--- config.mk ---
export PLATFORM = sky130hd
export DESIGN_NAME = pdc_channel_pair
export DESIGN_NICKNAME = d
export VERILOG_FILES = /design/src/logic/pdc_channel_pair.v
export VERILOG_INCLUDE_DIRS = /design/src /design/src/logic
export SDC_FILE = /design/constraint.sdc
export NUM_CORES = 1
export LEC_CHECK = 0
export CAP_MARGIN = 20
export CORE_MARGIN = 2
export CORE_UTILIZATION = 45
export DETAILED_ROUTE_END_ITERATION = 6
export DONT_BUFFER_PORTS = 1
export MAX_ROUTING_LAYER = met4
export PLACE_DENSITY = 0.64
export SYNTH_ARGS = -nofsm -noshare
export SYNTH_HDL_FRONTEND = slang
export SYNTH_SLANG_ARGS = --single-unit
--- constraint.sdc ---
create_clock -name pclk -period 3 [get_ports pclk]
set_clock_uncertainty 0.1 [all_clocks]
set_input_delay 0.3 -clock pclk [delete_from_list [all_inputs] [get_ports pclk]]
set_output_delay 0.3 -clock pclk [all_outputs]
set_load 0.05 [all_outputs]
--- src/logic/pdc_regs.vh ---
`ifndef PDC_REGS_VH
`define PDC_REGS_VH

// ****************************************************************
// register byte offsets
// ****************************************************************
`define PDC_RX_CUR_ADDR_OFS 12'h100
`define PDC_RX_CUR_CNT_OFS 12'h104
`define PDC_TX_CUR_ADDR_OFS 12'h108
`define PDC_TX_CUR_CNT_OFS 12'h10C
`define PDC_RX_NXT_ADDR_OFS 12'h110
`define PDC_RX_NXT_CNT_OFS 12'h114
`define PDC_TX_NXT_ADDR_OFS 12'h118
`define PDC_TX_NXT_CNT_OFS 12'h11C
`define PDC_CMD_OFS 12'h120
`define PDC_STATE_OFS 12'h124
`define PDC_FLAGS_OFS 12'h128

// ****************************************************************
// field positions and widths
// ****************************************************************
`define PDC_CNT_W 16
`define PDC_RX_EN_BIT 0
`define PDC_RX_DIS_BIT 1
`define PDC_TX_EN_BIT 8
`define PDC_TX_DIS_BIT 9
`define PDC_FLAG_RX_END_BIT 0
`define PDC_FLAG_RX_FULL_BIT 1
`define PDC_FLAG_TX_END_BIT 2
`define PDC_FLAG_TX_EMPTY_BIT 3

// ****************************************************************
// reset values and size codes
// ****************************************************************
`define PDC_ADDR_RST 32'h0000_0000
`define PDC_CNT_RST 16'h0000
`define PDC_SIZE_BYTE 2'h0
`define PDC_SIZE_HALF 2'h1
`define PDC_SIZE_WORD 2'h2

`endif

--- src/logic/pdc_channel_pair.v ---
// Our own choice: the APB slave port.
`timescale 1ns/1ps
`default_nettype none
`include "pdc_regs.vh"

// Summary of operation
// [RULE1] eleven registers at 0x100 to 0x128 in word steps
// [RULE2] receive pointer is a full 32-bit next receive address
// [RULE3] receive counter holds remaining receive transfers in bits 15:0
// [RULE4] transmit pointer is a 32-bit address of next transmit fetch
// [RULE5] transmit counter 16 bits; at zero transmit movement stops
// [RULE6] receive next pointer holds address of chained receive buffer
// [RULE7] receive next counter holds chained receive count in 15:0
// [RULE8] transmit next pointer holds address of chained transmit buffer
// [RULE9] transmit next counter holds chained transmit count in 15:0
// [RULE10] command bit 0 enables receive unless bit 1 also set
// [RULE11] command bit 1 disables receive requests
// [RULE12] command bit 8 enables transmit requests
// [RULE13] command bit 9 disables transmit requests
// [RULE14] state bit 0 shows receive requests enabled
// [RULE15] state bit 8 shows transmit requests enabled
// [RULE16] after a transfer pointer grows by 1, 2 or 4; count drops one
// [RULE17] at zero count with nonzero next, reload from next and continue
// [RULE18] reloading clears the next counter; the code keeps it when the current counter is written in the same cycle
// [RULE19] end and both-end flags; cleared by writing either counter
// [RULE20] transmit enable with disable together leaves transmit disabled
// [RULE21] reserved bits ignore writes and read as zero
module pdc_channel_pair (
  input wire pclk,
  input wire presetn,
  input wire psel,
  input wire penable,
  input wire pwrite,
  input wire [11:0] paddr,
  input wire [31:0] pwdata,
  output reg [31:0] prdata,
  output wire pready,
  output wire pslverr,
  input wire peripheral_rx_request,
  input wire peripheral_tx_request,
  input wire [1:0] rx_size,
  input wire [1:0] tx_size,
  output wire rx_xfer_req,
  output wire [31:0] rx_xfer_addr,
  input wire rx_xfer_done,
  output wire tx_xfer_req,
  output wire [31:0] tx_xfer_addr,
  input wire tx_xfer_done,
  output wire rx_buffer_end_flag,
  output wire rx_all_buffers_full_flag,
  output wire tx_buffer_end_flag,
  output wire tx_all_buffers_empty_flag
);

  // ****************************************************************
  // register state
  // ****************************************************************
  reg [31:0] rx_address_field_q;
  reg [15:0] rx_count_field_q;
  reg [31:0] tx_address_field_q;
  reg [15:0] tx_count_field_q;
  reg [31:0] rx_chained_address_field_q;
  reg [15:0] rx_chained_count_field_q;
  reg [31:0] tx_chained_address_field_q;
  reg [15:0] tx_chained_count_field_q;
  reg rx_request_enable_q;
  reg tx_request_enable_q;

  wire wr_en;
  wire rd_en;
  wire cmd_wr;
  wire rx_cnt_wr;
  wire tx_cnt_wr;
  wire rx_step;
  wire tx_step;
  wire rx_reload;
  wire tx_reload;

  // byte, half-word or word increment
  function [31:0] step_of;
    input [1:0] size;
    begin
      if (size == `PDC_SIZE_WORD) begin
        step_of = 32'h0000_0004;
      end else if (size == `PDC_SIZE_HALF) begin
        step_of = 32'h0000_0002;
      end else begin
        step_of = 32'h0000_0001;
      end
    end
  endfunction

  function is_known;
    input [11:0] a;
    begin
      is_known = (a[1:0] == 2'h0) && (a >= `PDC_RX_CUR_ADDR_OFS) &&
        (a <= `PDC_FLAGS_OFS);
    end
  endfunction

  // ****************************************************************
  // apb slave: zero wait states, error on unmapped address
  // ****************************************************************
  assign pready = 1'b1;
  assign pslverr = psel & penable & ~is_known(paddr);
  assign wr_en = psel & penable & pwrite & is_known(paddr);
  assign rd_en = psel & ~penable & ~pwrite;
  assign cmd_wr = wr_en && paddr == `PDC_CMD_OFS;
  assign rx_cnt_wr = wr_en && (paddr == `PDC_RX_CUR_CNT_OFS ||
    paddr == `PDC_RX_NXT_CNT_OFS); // RULE19
  assign tx_cnt_wr = wr_en && (paddr == `PDC_TX_CUR_CNT_OFS ||
    paddr == `PDC_TX_NXT_CNT_OFS); // RULE19

  // ****************************************************************
  // peripheral side: a request is served only while enabled and
  // the current count is nonzero
  // ****************************************************************
  assign rx_xfer_req = peripheral_rx_request & rx_request_enable_q &
    (rx_count_field_q != `PDC_CNT_RST); // RULE3
  assign tx_xfer_req = peripheral_tx_request & tx_request_enable_q &
    (tx_count_field_q != `PDC_CNT_RST); // RULE5
  assign rx_xfer_addr = rx_address_field_q; // RULE2
  assign tx_xfer_addr = tx_address_field_q; // RULE4
  assign rx_step = rx_xfer_req & rx_xfer_done;
  assign tx_step = tx_xfer_req & tx_xfer_done;
  // chain once the current buffer is exhausted
  assign rx_reload = (rx_count_field_q == `PDC_CNT_RST) &&
    (rx_chained_count_field_q != `PDC_CNT_RST); // RULE17
  assign tx_reload = (tx_count_field_q == `PDC_CNT_RST) &&
    (tx_chained_count_field_q != `PDC_CNT_RST); // RULE17

  // flags follow the counters directly, so a counter write clears them
  assign rx_buffer_end_flag = (rx_count_field_q == `PDC_CNT_RST); // RULE19
  assign rx_all_buffers_full_flag = rx_buffer_end_flag &&
    (rx_chained_count_field_q == `PDC_CNT_RST); // RULE19
  assign tx_buffer_end_flag = (tx_count_field_q == `PDC_CNT_RST); // RULE19
  assign tx_all_buffers_empty_flag = tx_buffer_end_flag &&
    (tx_chained_count_field_q == `PDC_CNT_RST); // RULE19

  // ****************************************************************
  // receive channel
  // ****************************************************************
  always @(posedge pclk or negedge presetn) begin
    if (!presetn) begin
      rx_address_field_q <= `PDC_ADDR_RST;
      rx_count_field_q <= `PDC_CNT_RST;
      rx_chained_address_field_q <= `PDC_ADDR_RST;
      rx_chained_count_field_q <= `PDC_CNT_RST;
    end else begin
      if (wr_en && paddr == `PDC_RX_CUR_ADDR_OFS) begin
        rx_address_field_q <= pwdata; // RULE2
      end else if (rx_step) begin
        rx_address_field_q <= rx_address_field_q + step_of(rx_size); // RULE16
      end else if (rx_reload) begin
        rx_address_field_q <= rx_chained_address_field_q; // RULE17
      end
      if (wr_en && paddr == `PDC_RX_CUR_CNT_OFS) begin
        rx_count_field_q <= pwdata[15:0]; // RULE21
      end else if (rx_step) begin
        rx_count_field_q <= rx_count_field_q - 16'h0001; // RULE16
      end else if (rx_reload) begin
        rx_count_field_q <= rx_chained_count_field_q; // RULE17
      end
      if (wr_en && paddr == `PDC_RX_NXT_ADDR_OFS) begin
        rx_chained_address_field_q <= pwdata; // RULE6
      end
      if (wr_en && paddr == `PDC_RX_NXT_CNT_OFS) begin
        rx_chained_count_field_q <= pwdata[15:0]; // RULE7
      end else if (rx_reload && !rx_cnt_wr) begin
        rx_chained_count_field_q <= `PDC_CNT_RST; // RULE18
      end
    end
  end

  // ****************************************************************
  // transmit channel
  // ****************************************************************
  always @(posedge pclk or negedge presetn) begin
    if (!presetn) begin
      tx_address_field_q <= `PDC_ADDR_RST;
      tx_count_field_q <= `PDC_CNT_RST;
      tx_chained_address_field_q <= `PDC_ADDR_RST;
      tx_chained_count_field_q <= `PDC_CNT_RST;
    end else begin
      if (wr_en && paddr == `PDC_TX_CUR_ADDR_OFS) begin
        tx_address_field_q <= pwdata; // RULE4
      end else if (tx_step) begin
        tx_address_field_q <= tx_address_field_q + step_of(tx_size); // RULE16
      end else if (tx_reload) begin
        tx_address_field_q <= tx_chained_address_field_q; // RULE17
      end
      if (wr_en && paddr == `PDC_TX_CUR_CNT_OFS) begin
        tx_count_field_q <= pwdata[15:0]; // RULE21
      end else if (tx_step) begin
        tx_count_field_q <= tx_count_field_q - 16'h0001; // RULE16
      end else if (tx_reload) begin
        tx_count_field_q <= tx_chained_count_field_q; // RULE17
      end
      if (wr_en && paddr == `PDC_TX_NXT_ADDR_OFS) begin
        tx_chained_address_field_q <= pwdata; // RULE8
      end
      if (wr_en && paddr == `PDC_TX_NXT_CNT_OFS) begin
        tx_chained_count_field_q <= pwdata[15:0]; // RULE9
      end else if (tx_reload && !tx_cnt_wr) begin
        tx_chained_count_field_q <= `PDC_CNT_RST; // RULE18
      end
    end
  end

  // ****************************************************************
  // enable commands: disable beats enable when both are written
  // ****************************************************************
  always @(posedge pclk or negedge presetn) begin
    if (!presetn) begin
      rx_request_enable_q <= 1'b0;
      tx_request_enable_q <= 1'b0;
    end else if (cmd_wr) begin
      if (pwdata[`PDC_RX_DIS_BIT]) begin
        rx_request_enable_q <= 1'b0; // RULE11
      end else if (pwdata[`PDC_RX_EN_BIT]) begin
        rx_request_enable_q <= 1'b1; // RULE10
      end
      if (pwdata[`PDC_TX_DIS_BIT]) begin
        tx_request_enable_q <= 1'b0; // RULE13 RULE20
      end else if (pwdata[`PDC_TX_EN_BIT]) begin
        tx_request_enable_q <= 1'b1; // RULE12
      end
    end
  end

  // ****************************************************************
  // read data, captured in the setup cycle
  // ****************************************************************
  always @(posedge pclk or negedge presetn) begin
    if (!presetn) begin
      prdata <= 32'h0000_0000;
    end else if (rd_en) begin
      prdata <= 32'h0000_0000;
      if (paddr == `PDC_RX_CUR_ADDR_OFS) begin
        prdata <= rx_address_field_q; // RULE1
      end else if (paddr == `PDC_RX_CUR_CNT_OFS) begin
        prdata <= {16'h0000, rx_count_field_q}; // RULE21
      end else if (paddr == `PDC_TX_CUR_ADDR_OFS) begin
        prdata <= tx_address_field_q;
      end else if (paddr == `PDC_TX_CUR_CNT_OFS) begin
        prdata <= {16'h0000, tx_count_field_q};
      end else if (paddr == `PDC_RX_NXT_ADDR_OFS) begin
        prdata <= rx_chained_address_field_q;
      end else if (paddr == `PDC_RX_NXT_CNT_OFS) begin
        prdata <= {16'h0000, rx_chained_count_field_q};
      end else if (paddr == `PDC_TX_NXT_ADDR_OFS) begin
        prdata <= tx_chained_address_field_q;
      end else if (paddr == `PDC_TX_NXT_CNT_OFS) begin
        prdata <= {16'h0000, tx_chained_count_field_q};
      end else if (paddr == `PDC_STATE_OFS) begin
        prdata[`PDC_RX_EN_BIT] <= rx_request_enable_q; // RULE14
        prdata[`PDC_TX_EN_BIT] <= tx_request_enable_q; // RULE15
      end else if (paddr == `PDC_FLAGS_OFS) begin
        prdata[`PDC_FLAG_RX_END_BIT] <= rx_buffer_end_flag;
        prdata[`PDC_FLAG_RX_FULL_BIT] <= rx_all_buffers_full_flag;
        prdata[`PDC_FLAG_TX_END_BIT] <= tx_buffer_end_flag;
        prdata[`PDC_FLAG_TX_EMPTY_BIT] <= tx_all_buffers_empty_flag;
      end
    end
  end

endmodule
`default_nettype wire

==> impl_metrics.csv <==
group,metric,value,unit
grt,grt_pass1_vias,12319,
route,ant_nets,0,
grt,grt_pass1_wl,81800,um
clock_tree,hold_buffers,37,
clock_tree,cts_buffers,27,
worst_setup_path,cp-start-kind,"flip-flop",
timing,fmax,0.3425,GHz
worst_setup_path,path_cells,"inv_1 > ha_1 > nor3b_4 > and3_4 > nand3_1 > buf_4 > inv_1 > buf_4",
timing,finalCritPeriodShare,0.9733,
synth,synth_flop_cell,"dfrtp_1",
die,core-area,29640,um^2
synth,synth-seq-cells,226,
placement,place_inst,1881,
die,initial_core_util,0.4575,
grt,grt_max_degree,227,
grt,grt_usage,0.3555,
synth,synth.top_cell.area_share,0.4171,
pwr,power_leakage,6.910,nW
worst_setup_path,cp_slowest_cell,"dfrtp_1",
route,viasPerCell,6.794,
placement,io_buffers,0,
cells_and_area,seq_area,5655,um^2
worst_setup_path,crit_arrival,2.52,ns
clock_tree,clkSlewWorstSetupHoldPaths,0.06,ns
synth,syn_avg_cell_area,9.269,um^2
die,boundaryPins,161,
timing,fin_crit,2.920,ns
synth,async_reset_ff_frac,1.000,
cells_and_area,stdcell_count,1975,
die,die_area,31540,um^2
worst_setup_path,cp_max_fo,4,
clock_tree,h-tree-depth,1,
synth,synth_edf_count,0,
synth,ys_types,86,
clock_tree,cts.path.max_buffers,3,
route,routed_wl,54800,um
cells_and_area,multi_input_area,7411,um^2
pwr,powerDensity,445.7,nW/um^2
cells_and_area,final_util,0.5401,
placement,finalWeightedCongestion,1.022,
job,drv_cap,0,
synth,synth-seq-area-share,0.4171,
worst_setup_path,cp.required,2.60,ns
timing,drv_slew,0,
timing,finalSetupTns,0,ns
grt,antenna_found_initial,6,
route,wl_per_cell,27.75,um
cells_and_area,area_growth,18.06,%
synth,syn_nets,1534,
route,via_count,13419,
clock_tree,clock_latency,0.55,ns
synth,yosysWarnings,0,
worst_setup_path,worst-setup-path-type,"reg2out",
placement,place_hpwl,39010,um
worst_setup_path,endpoint_kind,"output pin",
cells_and_area,fill_cells,2756,
route,drtPass1Iterations,6,
die,die_h,177.6,um
timing,rsz0062_at_grt,"false",
die,rows,63,
cells_and_area,fin_nets,1633,
timing,worstMarginPinSlew,1.041,ns
synth,synthTopCellsByArea,"dfrtp_1 42%, nor2_1 4.4%, mux2_1 3.9%",
cells_and_area,layout-drive-gt1-share,0.1544,
grt,overflow,0,
die,chipWidth,177.6,um
route,drc_errors,0,
timing,worst_hold_slack,-0.6332,ns
synth,synthTopCellsByCount,"226 x dfrtp_1, 160 x nor2_1, 130 x nand2_1",
synth,syn_inst,1463,
timing,setup_viol,0,
clock_tree,cts_root_buf,"clkbuf_16",
worst_setup_path,slowest_delay,0.41,ns
timing,slew-limit-headroom,0.3057,
worst_setup_path,crit_buf_inv,4,
worst_setup_path,cp_top_family,"simple AND/OR/NAND/NOR gates",
synth,synth_area,13560,um^2
run_status,violations,"negative hold slack",
route,drt_iter0_markers,2056,
timing,hold_violations,226,
clock_tree,cts_tree,"yes",
min_path,hold_path_class,"in2async",
run_status,outcome,"finished, violations left",
clock_tree,clock-sinks,226,
pwr,p_total,7.135,mW
pwr,vdd_drop_max,0.3940,mV
synth,yosysMostFrequentCell,"dfrtp_1",
synth,synth_top_area_cell,"dfrtp_1",
-- layout by cell type, fill, tap and decap left out, types with 7 or more instances in the layout --
master         instances
o21ai_1                7
and4_1                 8
nor2_1               159
nor4_1                19
xor2_1                10
inv_1                 20
a221oi_1              18
clkbuf_16             27
xnor2_1               33
a22oi_1               45
o21a_1                11
o221ai_1               9
o211ai_1              21
o21ai_0               57
nand2_1              130
mux2i_1               23
a221o_1               15
nand3_1               53
a211oi_1              11
a22o_1                37
nor3_1                25
o31ai_1                9
mux2_2                18
and3_1                18
mux2_1                47
nand4_1               36
o22ai_1               17
a222oi_1              12
or3_1                 11
buf_4                132
ha_1                  12
dlygate4sd3_1         37
a31oi_1               33
dfrtp_1              226
a21o_1                 8
a21oi_1               81
-- per-layer routing --
layer / part of all wire / track usage / up-vias
li1: - / - / 5765
met1: 0.42 / 0.5168 / 6605
met2: 0.43 / 0.4990 / 945
met3: 0.13 / 0.08183 / 104
met4: 0.027 / 0.08777 / 0
met5: 0 / - / -
-- per-stage QoR --
stage	setup WS (ns)	area, um^2
floorplan	0.3125	13560
global placement	0.2056	14600
detailed placement	0.1499	14600
CTS	0.01480	15930
global route	0.001426	16010
finish	0.08020	16010
-- final cells by class --
cell class / instances / share of cell area
clock buffer: 36 / 0.04744
timing repair buffer: 172 / 0.08878
tap: 390 / 0.03048
sequential: 226 / 0.3533
clock inverter: 11 / 0.01165
inverter: 20 / 0.004689
antenna: 5 / 0.0007816
multi-input combinational: 1115 / 0.4629
-- sequential cells by signal (all words and copies together) (netlist names) --
| name | flops |
|---|---|
| prdata | 32 |
| rx_chained_address_field_q | 32 |
| rx_xfer_addr | 32 |
| tx_chained_address_field_q | 32 |
| tx_xfer_addr | 32 |
| rx_chained_count_field_q | 16 |
| rx_count_field_q | 16 |
| tx_chained_count_field_q | 16 |
| tx_count_field_q | 16 |
| rx_request_enable_q | 1 |
| tx_request_enable_q | 1 |
-- cell families (layout without fill, tap and decap cells) --
| logic type | after synthesis | in the layout | synth area share |
|---|---|---|---|
| buffers and inverters | 122 | 239 | 0.04198 |
| AOI/OAI and AO/OA | 440 | 440 | 0.2282 |
| and+or+nand+nor | 529 | 529 | 0.1998 |
| adders and majority gates | 14 | 14 | 0.01402 |
| muxes | 88 | 88 | 0.07095 |
| DFF | 226 | 226 | 0.4171 |
| other | 1 | 6 | 0.0002765 |
| xor gates and xnor gates | 43 | 43 | 0.02777 |
-- what timing repair did --
action | 4_1_cts | 5_1_grt
resized for setup | 2 | 5
endpoints found under the hold margin | 424 | 226
buffers inserted | 0 | 5
setup endpoints to repair | 3 | 13
pin swaps | 0 | 1
-- power breakdown --
part | internal [mW] | switching (mW)
Sequential | 3.09 | 0.202
Combinational | 0.110 | 0.191
Clock | 2.19 | 1.35
Total | 5.39 | 1.74
-- path summary, 6_finish.rpt --
check                                                     from                             end  slack (ns)  depth (start not counted)
worst max-delay path                       tx_count_field_q[1]       tx_all_buffers_empty_flag        0.08                          8
worst min-delay path                                   presetn            tx_count_field_q[13]       -0.63                          0
worst max register to register             tx_count_field_q[0]                tx_xfer_addr[26]        0.14                          9
worst min register to register  rx_chained_address_field_q[19]  rx_chained_address_field_q[19]        0.41                          1
max in group asynchronous                              presetn                      prdata[15]        2.58                          0
min in group pclk                                     paddr[3]                       prdata[8]        0.05                          4
Note: power is estimated with default switching activity, not from simulation.
